<file path="src/design/ibt_pkg.sv">
package ibt_pkg;
   localparam int IBT_MC_DIV = 6;
   localparam logic [2:0] IBT_MC_LAST = 3'h5;
   localparam int IBT_TMR_W = 10;
   localparam logic [9:0] IBT_TMR_MIN = 10'h008;
   localparam logic [9:0] IBT_TMR_MAX = 10'h3FF;
   localparam logic [1:0] IBT_SEL_7 = 2'h2;
   localparam logic [1:0] IBT_SEL_6 = 2'h1;
   localparam logic [1:0] IBT_SEL_5 = 2'h0;
   localparam logic [1:0] IBT_SEL_4 = 2'h3;
   localparam logic [3:0] IBT_CNT_7 = 4'h7;
   localparam logic [3:0] IBT_CNT_6 = 4'h6;
   localparam logic [3:0] IBT_CNT_5 = 4'h5;
   localparam logic [3:0] IBT_CNT_4 = 4'h4;
   // APB map
   localparam logic [11:0] IBT_A_CFG = 12'h000;
   localparam logic [11:0] IBT_A_CTL = 12'h004;
   localparam logic [11:0] IBT_A_STS = 12'h008;
   localparam logic [11:0] IBT_A_MSK = 12'h00C;
   localparam logic [11:0] IBT_A_TMR = 12'h010;
   // CFG fields
   localparam int IBT_CFG_MTS_LO = 0;
   localparam int IBT_CFG_MTS_HI = 1;
   localparam int IBT_CFG_RUN = 2;
   localparam int IBT_CFG_TEN = 3;
   localparam int IBT_CFG_REQ = 4;
   localparam logic [4:0] IBT_CFG_RST = 5'h00;
   // CTL write fields
   localparam int IBT_CTL_TXBIT = 0;
   localparam int IBT_CTL_WDAT = 1;
   localparam int IBT_CTL_CDR = 2;
   localparam int IBT_CTL_CXA = 3;
   // Status event bits
   localparam int IBT_EV_READY = 0;
   localparam int IBT_EV_HANG = 1;
   localparam int IBT_EV_W = 2;
endpackage

</file>
<file path="src/design/ibt_min_timer.sv">
`timescale 1ns/1ps
module ibt_min_timer
   import ibt_pkg::*;
(
   input wire logic pclk,
   input wire logic presetn,
   input wire logic mc_tick,
   input wire logic reload,
   input wire logic clear,
   input wire logic full_run,
   input wire logic low_run,
   input wire logic [1:0] sel,
   output logic min_done,
   output logic overflow,
   output logic [9:0] count
);
   logic [3:0] min_cnt;
   logic [9:0] count_r;

   always_comb
   begin
      case (sel)
         IBT_SEL_7: min_cnt = IBT_CNT_7;
         IBT_SEL_6: min_cnt = IBT_CNT_6;
         IBT_SEL_5: min_cnt = IBT_CNT_5;
         IBT_SEL_4: min_cnt = IBT_CNT_4;
         default: min_cnt = IBT_CNT_5;
      endcase
   end

   always_ff @(posedge pclk or negedge presetn)
   begin
      if (!presetn)
         count_r <= 10'h000;
      else if (clear)
         count_r <= 10'h000;
      else if (reload)
         count_r <= IBT_TMR_MIN - {6'h00, min_cnt};
      else if (mc_tick && full_run)
         count_r <= count_r + 10'h001;
      else if (mc_tick && low_run && count_r[2:0] != 3'h0 && count_r < IBT_TMR_MIN)
         count_r[2:0] <= count_r[2:0] + 3'h1;
   end

   // Low bits wrap to zero at eight; treat any count of eight or more, or a wrap in low run, as done
   assign min_done = (count_r >= IBT_TMR_MIN) || (low_run && !full_run && count_r[2:0] == 3'h0);
   assign overflow = full_run && mc_tick && (count_r == IBT_TMR_MAX);
   assign count = count_r;
endmodule

</file>
<file path="src/design/ibt_core.sv">
`timescale 1ns/1ps
module ibt_core
   import ibt_pkg::*;
(
   input wire logic pclk,
   input wire logic presetn,
   input wire logic psel,
   input wire logic penable,
   input wire logic pwrite,
   input wire logic [11:0] paddr,
   input wire logic [31:0] pwdata,
   output logic [31:0] prdata,
   output logic pready,
   output logic pslverr,
   input wire logic scl_in,
   output logic scl_out,
   output logic scl_oe,
   input wire logic sda_in,
   output logic sda_out,
   output logic sda_oe,
   output logic irq
);
   ////////////////////////////////////////////////////////////
   logic [2:0] scl_s, sda_s;
   logic [2:0] mc_cnt_r;
   logic mc_tick;
   logic [4:0] cfg_r;
   logic [IBT_EV_W-1:0] sts_r, msk_r;
   logic data_ready_flag_r, transmit_data_bit_r, tx_active_r, sda_low_r;
   logic scl_low_r, irq_r;
   logic [31:0] prdata_r;
   logic pready_r, pslverr_r;
   logic scl_rise, scl_fall, sda_rise, sda_fall, start_c, stop_c;
   logic mode_en, run, in_frame_r;
   logic min_done, overflow;
   logic [9:0] tcount;
   logic wr_acc, rd_acc, acc, mapped;

   ////////////////////////////////////////////////////////////
   // Pin synchronisers; stage 0 read only by stage 1
   always_ff @(posedge pclk or negedge presetn)
   begin
      if (!presetn)
      begin
         scl_s <= 3'h7;
         sda_s <= 3'h7;
      end
      else
      begin
         scl_s <= {scl_s[1:0], scl_in};
         sda_s <= {sda_s[1:0], sda_in};
      end
   end

   assign scl_rise = scl_s[1] && !scl_s[2];
   assign scl_fall = !scl_s[1] && scl_s[2];
   assign sda_rise = sda_s[1] && !sda_s[2];
   assign sda_fall = !sda_s[1] && sda_s[2];
   assign start_c = sda_fall && scl_s[1] && scl_s[2];
   assign stop_c = sda_rise && scl_s[1] && scl_s[2];

   ////////////////////////////////////////////////////////////
   // Machine cycle: six clocks
   always_ff @(posedge pclk or negedge presetn)
   begin
      if (!presetn)
         mc_cnt_r <= 3'h0;
      else if (mc_cnt_r == IBT_MC_LAST)
         mc_cnt_r <= 3'h0;
      else
         mc_cnt_r <= mc_cnt_r + 3'h1;
   end
   assign mc_tick = (mc_cnt_r == IBT_MC_LAST);

   ////////////////////////////////////////////////////////////
   // APB slave, zero wait states
   assign acc = psel && penable;
   assign wr_acc = acc && pwrite;
   assign rd_acc = acc && !pwrite;
   assign mapped = (paddr == IBT_A_CFG) || (paddr == IBT_A_CTL) || (paddr == IBT_A_STS) ||
                   (paddr == IBT_A_MSK) || (paddr == IBT_A_TMR);

   always_ff @(posedge pclk or negedge presetn)
   begin
      if (!presetn)
         cfg_r <= IBT_CFG_RST;
      else if (wr_acc && paddr == IBT_A_CFG)
         cfg_r <= pwdata[4:0];
   end

   always_ff @(posedge pclk or negedge presetn)
   begin
      if (!presetn)
         msk_r <= '0;
      else if (wr_acc && paddr == IBT_A_MSK)
         msk_r <= pwdata[IBT_EV_W-1:0];
   end

   always_ff @(posedge pclk or negedge presetn)
   begin
      if (!presetn)
      begin
         pready_r <= 1'b0;
         pslverr_r <= 1'b0;
         prdata_r <= 32'h0000_0000;
      end
      else
      begin
         pready_r <= psel && !penable;
         pslverr_r <= psel && !penable && !mapped;
         prdata_r <= 32'h0000_0000;
         if (psel && !penable && !pwrite)
         begin
            case (paddr)
               IBT_A_CFG: prdata_r <= {27'h0, cfg_r};
               IBT_A_CTL: prdata_r <= {26'h0, scl_low_r, sda_low_r, tx_active_r, data_ready_flag_r,
                                       transmit_data_bit_r, scl_s[2]};
               IBT_A_STS: prdata_r <= {30'h0, sts_r};
               IBT_A_MSK: prdata_r <= {30'h0, msk_r};
               IBT_A_TMR: prdata_r <= {22'h0, tcount};
               default: prdata_r <= 32'h0000_0000;
            endcase
         end
      end
   end
   // Answer held through the access phase
   assign pready = pready_r;
   assign pslverr = pslverr_r;
   assign prdata = prdata_r;

   ////////////////////////////////////////////////////////////
   // Mode and timer control
   assign mode_en = cfg_r[IBT_CFG_TEN] || cfg_r[IBT_CFG_REQ];
   assign run = cfg_r[IBT_CFG_RUN];

   always_ff @(posedge pclk or negedge presetn)
   begin
      if (!presetn)
         in_frame_r <= 1'b0;
      else if (overflow || !mode_en || stop_c)
         in_frame_r <= 1'b0;
      else if (start_c)
         in_frame_r <= 1'b1;
   end

   ibt_min_timer u_tmr (
      .pclk(pclk),
      .presetn(presetn),
      .mc_tick(mc_tick),
      .reload(mode_en && (scl_rise || scl_fall)),
      .clear(!mode_en || start_c || stop_c),
      .full_run(mode_en && run && in_frame_r),
      .low_run(mode_en && !run),
      .sel({cfg_r[IBT_CFG_MTS_HI], cfg_r[IBT_CFG_MTS_LO]}),
      .min_done(min_done),
      .overflow(overflow),
      .count(tcount)
   );

   ////////////////////////////////////////////////////////////
   // Data ready, transmit bit and transmit active
   always_ff @(posedge pclk or negedge presetn)
   begin
      if (!presetn)
         data_ready_flag_r <= 1'b0;
      else if (overflow || !mode_en)
         data_ready_flag_r <= 1'b0;
      else if (scl_rise)
         data_ready_flag_r <= 1'b1;
      else if (wr_acc && paddr == IBT_A_CTL && (pwdata[IBT_CTL_CDR] || pwdata[IBT_CTL_WDAT]))
         data_ready_flag_r <= 1'b0;
   end

   always_ff @(posedge pclk or negedge presetn)
   begin
      if (!presetn)
         transmit_data_bit_r <= 1'b1;
      else if (wr_acc && paddr == IBT_A_CTL && pwdata[IBT_CTL_WDAT])
         transmit_data_bit_r <= pwdata[IBT_CTL_TXBIT];
   end

   always_ff @(posedge pclk or negedge presetn)
   begin
      if (!presetn)
         tx_active_r <= 1'b0;
      else if (overflow || !mode_en)
         tx_active_r <= 1'b0;
      else if (wr_acc && paddr == IBT_A_CTL && pwdata[IBT_CTL_WDAT])
         tx_active_r <= 1'b1;
      else if (wr_acc && paddr == IBT_A_CTL && pwdata[IBT_CTL_CXA])
         tx_active_r <= 1'b0;
   end

   // Bit applied only in SCL low, as soon as sync stages 1 and 2 both see it low
   always_ff @(posedge pclk or negedge presetn)
   begin
      if (!presetn)
         sda_low_r <= 1'b0;
      else if (!tx_active_r)
         sda_low_r <= 1'b0;
      else if (!scl_s[2] && !scl_s[1])
         sda_low_r <= !transmit_data_bit_r;
   end

   // Stretch low phase until serviced and min low time met
   always_ff @(posedge pclk or negedge presetn)
   begin
      if (!presetn)
         scl_low_r <= 1'b0;
      else if (!mode_en || overflow)
         scl_low_r <= 1'b0;
      else if (scl_fall)
         scl_low_r <= 1'b1;
      else if (scl_low_r && !data_ready_flag_r && min_done)
         scl_low_r <= 1'b0;
   end

   ////////////////////////////////////////////////////////////
   // Sticky events, write one to clear, set wins
   always_ff @(posedge pclk or negedge presetn)
   begin
      if (!presetn)
         sts_r <= '0;
      else
      begin
         for (int i = 0; i < IBT_EV_W; i++)
         begin
            if ((i == IBT_EV_READY && scl_rise && mode_en) || (i == IBT_EV_HANG && overflow))
               sts_r[i] <= 1'b1;
            else if (wr_acc && paddr == IBT_A_STS && pwdata[i])
               sts_r[i] <= 1'b0;
         end
      end
   end

   always_ff @(posedge pclk or negedge presetn)
   begin
      if (!presetn)
         irq_r <= 1'b0;
      else
         irq_r <= |(sts_r & msk_r);
   end

   assign irq = irq_r;
   assign scl_out = 1'b0;
   assign scl_oe = scl_low_r;
   assign sda_out = 1'b0;
   assign sda_oe = sda_low_r;
endmodule

</file>
<file path="config.mk">
export PLATFORM = sky130hd
export DESIGN_NAME = ibt_core
export DESIGN_NICKNAME = d
export VERILOG_FILES = /design/src/design/ibt_pkg.sv /design/src/design/ibt_min_timer.sv /design/src/design/ibt_core.sv
export SDC_FILE = /design/constraint.sdc
export NUM_CORES = 1
export LEC_CHECK = 0
export BUFFER_PORTS_ARGS = -buffer_cell sky130_fd_sc_hd__buf_4
export CAP_MARGIN = 20
export CORE_MARGIN = 2
export CORE_UTILIZATION = 45
export DETAILED_ROUTE_END_ITERATION = 8
export PLACE_DENSITY = 0.86
export SYNTH_ARGS = -nofsm -noshare
export SYNTH_HDL_FRONTEND = slang
export SYNTH_SLANG_ARGS = --single-unit
export TNS_END_PERCENT = 50
</file>
<file path="constraint.sdc">
create_clock -name pclk -period 1.7 [get_ports pclk]
set_input_delay 0.34 -clock pclk [delete_from_list [all_inputs] [get_ports pclk]]
set_output_delay 0.34 -clock pclk [all_outputs]
set_load 0.02 [all_outputs]
</file>
# --- Yosys cells after proc, flatten, opt, wreduce, memory -nomap -nowiden ---
# Index checks and enable logic that the tools add are counted.
op_classes:
  n_addsub: 4
  n_lt_le_gt_ge: 2
  n_eq_ne: 10
  mux: 26
  n_bitwise: 1
  n_reduce_logical: 74
ops:
  columns: ["cell", "count"]
  rows:
  - ["$pmux 10 s5", 1]
  - ["$logic_and 1x1->1", 37]
  - ["$mux 32", 1]
  - ["$eq 12x4->1 const B", 2]
  - ["$mux 10", 2]
  - ["$mux 1", 17]
  - ["$pmux 4 s4", 1]
  - ["$reduce_bool 3->1", 5]
  - ["$eq 12x3->1 const B", 1]
  - ["$eq 12x5->1 const B", 1]
  - ["$logic_not 1->1", 12]
  - ["$logic_not 12->1", 1]
  - ["$logic_or 1x1->1", 12]
  - ["$add 10x1->10 const B", 1]
  - ["$eq 10x10->1 const B", 1]
  - ["$ge 10x4->1 const B", 1]
  - ["$lt 10x4->1 const B", 1]
  - ["$mux 3", 3]
  - ["$mux 7", 1]
  - ["$add 3x1->3 const B", 2]
  - ["$reduce_bool 2->1", 3]
  - ["$sub 4x4->5 const A", 1]
  - ["$eq 2x2->1 const B", 2]
  - ["$reduce_bool 4->1", 1]
  - ["other kinds (7)", 7]
totals:
  ff_bits: 69
  input_bits: 51
  out_inout_bits: 39
  elab_cells: 136

# --- Longest topological paths before layout ---
# Gate-level depths: netlist of run 1.
depth:
  word_depth: 11
  mapped_depth: 6
  ltp_nobuf: 6

# --- Hierarchy ---
# A second synthesis of run 1 with hierarchy kept.
unflattened:
  hier_cells: 242
  area_unflattened_um2: 2576.2
by_module_without_submodules:
  columns: ["module", "n_inst", "cells_per_inst", "area_per_inst_um2", "seq_area_each_um2"]
  rows:
  - ["ibt_core", 1, 162, 1833.0, 934.6]
  - ["ibt_min_timer", 1, 80, 743.2, 250.2]

# --- Worst setup path before layout of run 1 ---
# OpenSTA, ideal clock, no wires.
synth_path:
  path_kind: "input-to-reg"
  startpoint: "input paddr[9]"
  endpoint: "register data_ready_flag_r"
  setup_ps: 139
  t_arrival_ps: 1730
  required_ps: 1561
  path_slack_ps: -168
  path_stages: 4
  n_path_buf: 0
  cell_sequence: "or4_4 or4_4 o31ai_1 a21oi_1"
synth_via:
  elab_chain_len: 4
synth_lines:
  columns: ["item", "line_no", "text"]
  rows:
  - ["start, declared", "ibt_core.sv:10", "input wire logic [11:0] paddr,"]
  - ["$eq 12x3->1", "ibt_core.sv:170", "else if (wr_acc && paddr == IBT_A_CTL && (pwdata[IBT_CTL_CDR] || pwdata[IBT_CTL_WDAT]))"]
  - ["$logic_and 1x1->1 (2 in series)", "ibt_core.sv:170", null]
  - ["$reduce_bool 3->1 (no source line)", null, null]
  - ["end signal, assigned", "ibt_core.sv:167", "data_ready_flag_r <= 1'b0;"]
  - ["end signal, assigned", "ibt_core.sv:169", "data_ready_flag_r <= 1'b1;"]
  - ["end signal, assigned", "ibt_core.sv:171", "data_ready_flag_r <= 1'b0;"]
  - ["end, declared", "ibt_core.sv:29", "logic data_ready_flag_r, transmit_data_bit_r, tx_active_r, sda_low_r;"]
# Every way passes these cells.
# A chain may end at the register's enable or synchronous reset.

# --- Worst setup path after layout of run 1 ---
layout_path:
  startpoint: "register u_tmr.count_r[5], in the netlist u_tmr.count[5]"
  endpoint: "register u_tmr.count_r[1], in the netlist u_tmr.count[1]"
layout_via:
  elab_chain_len: 3
layout_lines:
  columns: ["item", "line_no", "text"]
  rows:
  - ["start, declared", "ibt_min_timer.sv:18", "logic [9:0] count_r;"]
  - ["start signal, assigned", "ibt_min_timer.sv:38", "count_r <= IBT_TMR_MIN - {6'h00, min_cnt};"]
  - ["start signal, assigned", "ibt_min_timer.sv:40", "count_r <= count_r + 10'h001;"]
  - ["$lt 10x4->1", "ibt_min_timer.sv:41", "else if (mc_tick && low_run && count_r[2:0] != 3'h0 && count_r < IBT_TMR_MIN)"]
  - ["$logic_and 1x1->1", "ibt_min_timer.sv:41", null]
  - ["$reduce_bool 4->1 (no source line)", null, null]
# Every way passes these cells.

==> results.sh, run 1 <==
export IMPL_outcome="complete, but fails checks"
export IMPL_violations="setup timing"
export IMPL_maxCapViolCount=0
export IMPL_drive_gt1_share_pct=34.7
export IMPL_power_leakage_nw=1.58
export IMPL_routed_wl_um=5780
export IMPL_port_buffer_count=38
export IMPL_avgRoutedWirePerCell_um=14.9
export IMPL_drt_initial_drc_count=114
export IMPL_maxSlewViolCount=0
export IMPL_p_seq_share_pct=54.1
export IMPL_core_area_um2=5540
export IMPL_routed_via_density=5.31
export IMPL_ys_types=48
export IMPL_setup_violations=3
export IMPL_chipHeight_um=80.0
export IMPL_cp_start_kind="flip-flop"
export IMPL_crit_end="u_tmr.count[1]"
export IMPL_r2r_slack_ns=-0.05
export IMPL_drc_errors=0
export IMPL_clk_latency_ns=0.30
export IMPL_fin_crit_ns=1.75
export IMPL_dieArea_um2=6390
export IMPL_synth_seq_cells=47
export IMPL_pwr_share_clk_pct=35.4
export IMPL_dp_hpwl_um=4310
export IMPL_num_vias=2064
export IMPL_start_util_pct=46.9
export IMPL_yosysSeqAreaShare_pct=45.6
export IMPL_end_kind="flip-flop"
export IMPL_hold_path_class="input port to asynchronous set/reset pin"
export IMPL_cts_root_buf="clkbuf_8"
export IMPL_sw_frac_of_total_pct=24.7
export IMPL_antennaDiodeCount=0
export IMPL_grt_pass1_vias=1968
export IMPL_syn_area_per_cell_um2=10.5
export IMPL_worst_pin_slew_ns=0.576
export IMPL_die_x_um=80.0
export IMPL_synthArstFlopShare_pct=100
export IMPL_worst_ep_arrival_time_ns=1.94
export IMPL_p_int_mw=1.59
export IMPL_synth_area_um2=2600
export IMPL_cts_tree="built"
export IMPL_reg2reg_depth=4
export IMPL_holdWs_ns=0.0340
export IMPL_timing_final_ws_setup_ns=-0.0509
export IMPL_grt_pass1_wl_um=9160
export IMPL_clk_pin_slew_ns=0.08
export IMPL_globalRouteTotalUtil_pct=18.3
export IMPL_ys_warn_count=0
export IMPL_period_share_pct=103
export IMPL_crit_type="flip-flop to flip-flop"
export IMPL_grt_overflow_total=0
export IMPL_rsz0062_at_grt="true"
export IMPL_antenna_found_initial=0
export IMPL_rr_startpoint="u_tmr.count[5]"
export IMPL_r2r_end="u_tmr.count[1]"
export IMPL_synth_enable_flop_cells=0
export IMPL_powerDensity_nw_per_um2=652
export IMPL_hold_violations=0
export IMPL_rows=27
export IMPL_postLayoutCoreUtil_pct=58.4
export IMPL_drtAntennaViolNets=0
export IMPL_dp_slack_ns=-0.366
export IMPL_p_switching_mw=0.521
export IMPL_htreeDepth=2
export IMPL_area_growth_synth_to_final_pct=24.6
export IMPL_synthCells=248
export IMPL_critPathMaxFanout=6
export IMPL_ios=90
export IMPL_fin_nets=375
export IMPL_peakVddDrop_mv=0.323
export IMPL_synth_flop_cell="dfrtp_1"
export IMPL_clock_path_buffers=2
export IMPL_crit_start="u_tmr.count[5]"
export IMPL_clock_sinks=47
export IMPL_grt_max_degree=48
export IMPL_drtPass1Iterations=4
export IMPL_max_freq_mhz=571
export IMPL_cts_buffers=5
export IMPL_crit_required_ns=1.89
export IMPL_globalplace_congestion=0.889
export IMPL_maxSlewHeadroom_pct=61.6
export IMPL_clock_skew_ns=0.00807
export IMPL_p_comb_share_pct=10.5
==> sequential cells by signal, indices dropped and copies added, names as in the netlist, 2 cells and up <==
| signal | flops |
|---|---|
| cfg_r | 5 |
| mc_cnt_r | 3 |
| msk_r | 2 |
| prdata | 10 |
| scl_s | 3 |
| sda_s | 3 |
| sts_r | 2 |
| u_tmr.count | 10 |
==> metrics by stage <==
stage	cells	area [µm²]	setup TNS [ns]	power, mW
global route	389	3230	-0.399	2.18
floorplan	271	2690	-0.886	1.31
global placement	380	3070	-4.20	1.36
CTS	388	3190	-0.118	2.12
detailed placement	380	3070	-5.23	1.37
finish	389	3230	-0.0654	2.11
==> power by group through the flow <==
stage          logic [mW]  registers (mW)  clock network [mW]
4_1_cts             0.214            1.14               0.763
6_report            0.222            1.14               0.746
5_1_grt             0.243            1.14               0.799
3_3_place_gp        0.205            1.16                   0
3_5_place_dp        0.211            1.16                   0
2_1_floorplan       0.144            1.16                   0
==> placed cells by master (no fill, tap or decap), types with 4 or more instances in the layout <==
master,count
o21ai_0,8
clkbuf_8,7
nor2b_1,4
nand2_1,10
and2_1,5
a21oi_1,7
a22oi_1,5
conb_1,24
nand4_1,4
inv_1,15
xor2_1,6
o211a_1,4
nand3_1,9
mux2_2,8
dfrtp_1,39
nor2_1,16
buf_4,63
dfstp_2,7
ha_1,7
==> area by class of cell <==
| class | instances | area (µm²) |
|---|---|---|
| Sequential cell | 47 | 1190 |
| Clock inverter | 1 | 7.51 |
| Inverter | 15 | 56.3 |
| Timing Repair Buffer | 65 | 495 |
| Clock buffer | 7 | 96.3 |
| Multi-Input combinational cell | 182 | 1300 |
| Fill cell | 494 | 2310 |
| Tap cell | 72 | 90.1 |
==> critical path, stage by stage (launching register included) <==
cell     delay (ns)
dfrtp_1        0.38
or4_4          0.56
o41ai_4        0.36
a21oi_1        0.13
o211a_1        0.21
==> routing by layer <==
| metal | share of wire [%] | vias to the layer above | GRT usage, % |
|---|---|---|---|
| li1 | - | 978 | - |
| met1 | 41 | 1017 | 22.7 |
| met2 | 53 | 62 | 32.7 |
| met3 | 5.0 | 7 | 3.73 |
| met4 | 0.88 | 0 | 4.24 |
| met5 | 0 | - | 0 |
==> what timing repair did <==
item,4_1_cts,5_1_grt
hold buffers,0,0
endpoints found under the hold margin,0,0
gates cloned,0,0
endpoints found under the setup margin,11,22
resized for setup,5,10
pin swaps,7,2
setup buffers,0,1
==> Yosys cell counts, types with 4 or more instances <==
cell,number,area [µm²]
a22oi_1,5,37.5
nor2b_1,4,25.0
and2_1,5,31.3
inv_1,15,56.3
nor2_1,16,60.1
a21oi_1,8,40.0
ha_1,8,100
buf_4,24,180
nand3_1,9,45.0
or3_1,5,31.3
nand4_1,4,25.0
dfrtp_1,40,1000
o211a_1,4,40.0
o21ai_0,10,50.1
dfstp_2,7,184
nand2_1,12,45.0
xor2_1,6,52.6
mux2_2,10,113
==> worst min path at each step <==
stage                            to  slack (ns)  cells past startpoint
final                     prdata[9]        0.03                      1
after global routing      prdata[9]        0.08                      1
after CTS                 prdata[5]        0.05                      1
after detailed placement   scl_s[1]        0.35                      0
after global placement     scl_s[1]        0.35                      0
after floorplan            cfg_r[0]        0.04                      0
==> logic make-up after synthesis <==
family	synth area share [%]
xor gates and xnor gates	2.70
DFF	45.6
adders and majority gates	3.86
AOI/OAI and AO/OA	13.4
muxes	5.49
other	0.144
buffers and inverters	9.54
and+or+nand+nor	19.3
No activity file was read; power rests on OpenSTA's default activity.
==> run 2: changes to the inputs <==
--- a/config.mk
+++ b/config.mk
@@ -7,7 +7,6 @@
 export LEC_CHECK = 0
 export BUFFER_PORTS_ARGS = -buffer_cell sky130_fd_sc_hd__buf_4
 export CAP_MARGIN = 20
-export CORE_MARGIN = 2
 export CORE_UTILIZATION = 45
 export DETAILED_ROUTE_END_ITERATION = 8
 export PLACE_DENSITY = 0.86
==> results.sh, run 2 (synthesized netlist as in run 1, its figures left out) <==
export IMPL_ios=90
export IMPL_end_kind="flip-flop"
export IMPL_maxSlewHeadroom_pct=61.8
export IMPL_fin_area_um2=3210
export IMPL_antennaDiodeCount=0
export IMPL_outcome="complete, but fails checks"
export IMPL_antenna_found_initial=0
export IMPL_max_freq_mhz=553
export IMPL_drt_initial_drc_count=98
export IMPL_clk_latency_ns=0.29
export IMPL_crit_type="flip-flop to flip-flop"
export IMPL_clk_pin_slew_ns=0.08
export IMPL_cts_buffers=5
export IMPL_drive_gt1_share_pct=33.9
export IMPL_num_vias=2102
export IMPL_cp_slowest_cell="or4_4"
export IMPL_drc_errors=0
export IMPL_grt_pass1_vias=2044
export IMPL_worst_pin_slew_ns=0.573
export IMPL_postPlaceCellArea_um2=3080
export IMPL_crit_start="u_tmr.count[9]"
export IMPL_area_growth_synth_to_final_pct=23.6
export IMPL_drtPass1Iterations=4
export IMPL_finalPower_mw=2.00
export IMPL_hold_violations=0
export IMPL_avgRoutedWirePerCell_um=14.7
export IMPL_rsz0062_at_grt="true"
export IMPL_violations="setup timing"
export IMPL_globalRouteTotalUtil_pct=19.5
export IMPL_rows=27
export IMPL_critPathMaxFanout=6
export IMPL_peakVddDrop_mv=0.458
export IMPL_powerDensity_nw_per_um2=625
export IMPL_power_leakage_nw=1.57
export IMPL_die_x_um=78.0
export IMPL_crit_required_ns=1.89
export IMPL_worstPathCellList="or4_4 -> o41ai_4 -> buf_4 -> a21oi_1 -> o211a_1"
export IMPL_chipHeight_um=78.0
export IMPL_setup_violations=3
export IMPL_postLayoutCoreUtil_pct=57.9
export IMPL_dieArea_um2=6080
export IMPL_rr_startpoint="u_tmr.count[9]"
export IMPL_period_share_pct=106
export IMPL_maxSlewViolCount=0
export IMPL_slowest_delay_ns=0.57
export IMPL_fin_crit_ns=1.81
export IMPL_routed_via_density=5.38
export IMPL_clock_sinks=47
export IMPL_mostFrequentLayoutCells="buf_4, dfrtp_1, conb_1"
export IMPL_layout_commonest_cell="buf_4"
export IMPL_clock_path_buffers=2
export IMPL_drtAntennaViolNets=0
export IMPL_maxCapViolCount=0
export IMPL_fin_nets=377
export IMPL_grt_pass1_wl_um=9290
export IMPL_timing_final_ws_setup_ns=-0.109
export IMPL_htreeDepth=2
export IMPL_dp_slack_ns=-0.332
export IMPL_cp_start_kind="flip-flop"
export IMPL_core_area_um2=5540
export IMPL_reg2reg_depth=5
export IMPL_cts_root_buf="clkbuf_8"
export IMPL_clock_skew_ns=0.00439
export IMPL_dp_hpwl_um=4270
export IMPL_routed_wl_um=5730
export IMPL_cts_tree="built"
export IMPL_port_buffer_count=38
export IMPL_globalplace_congestion=0.874
export IMPL_hold_path_class="input port to asynchronous set/reset pin"
export IMPL_grt_overflow_total=0
export IMPL_worst_ep_arrival_time_ns=2.00
export IMPL_grt_max_degree=48
export IMPL_start_util_pct=46.9
## run 2: power breakdown
part	internal [mW]	switching, mW
clock	0.289	0.357
sequential	1.13	0.00593
combinational	0.0815	0.137
total	1.50	0.501
## run 2: area by class of cell
class / instances / area [µm²]
well taps: 72 / 90.1
repair buffers: 67 / 510
clock inverters: 1 / 5.00
fillers: 488 / 2330
clock buffers: 7 / 76.3
multi-input cells: 182 / 1280
inverters: 15 / 56.3
flip-flops and latches: 47 / 1180
## run 2: path summary, 6_finish.rpt
kind / slack (ns) / endpoint
worst min-delay path: 0.04 / prdata[6]
worst max register to register: -0.11 / u_tmr.count[1]
min in group pclk: 0.15 / scl_s[0]
worst max-delay path: -0.11 / u_tmr.count[1]
max in group asynchronous: 1.27 / sda_s[2]
worst min register to register: 0.36 / sda_s[1]
## run 2: per-layer routing
metal | vias to the layer above | track usage [%] | wire length (µm)
met4 | 0 | 7.59 | 131
met2 | 82 | 34.2 | 3020
li1 | 982 | - | -
met1 | 1024 | 23.5 | 2260
met3 | 14 | 4.00 | 314
met5 | - | 0 | 0
## run 2: through the flow
| step | hold WS (ns) | instances | setup TNS (ns) |
|---|---|---|---|
| floorplan | 0.0444 | 271 | -0.886 |
| global placement | 0.346 | 382 | -4.27 |
| detailed placement | 0.348 | 382 | -5.00 |
| CTS | 0.0572 | 390 | -0.315 |
| global route | 0.0698 | 391 | -0.417 |
| finish | 0.0402 | 391 | -0.230 |
## run 2: what timing repair did
action | CTS | global route
endpoints found under the setup margin | 8 | 17
hold endpoints to repair | 0 | 0
pin swaps | 4 | 2
resized for setup | 2 | 9
gates cloned | 0 | 0
setup buffers | 0 | 1
hold buffers | 0 | 0
## run 2: worst max-delay path, delay by kind of cell (launching register included)
family | cells | cell delay (ns)
AOI/OAI and AO/OA | 3 | 0.55
buffers and inverters | 1 | 0.19
and+or+nand+nor | 1 | 0.57
DFF | 1 | 0.39
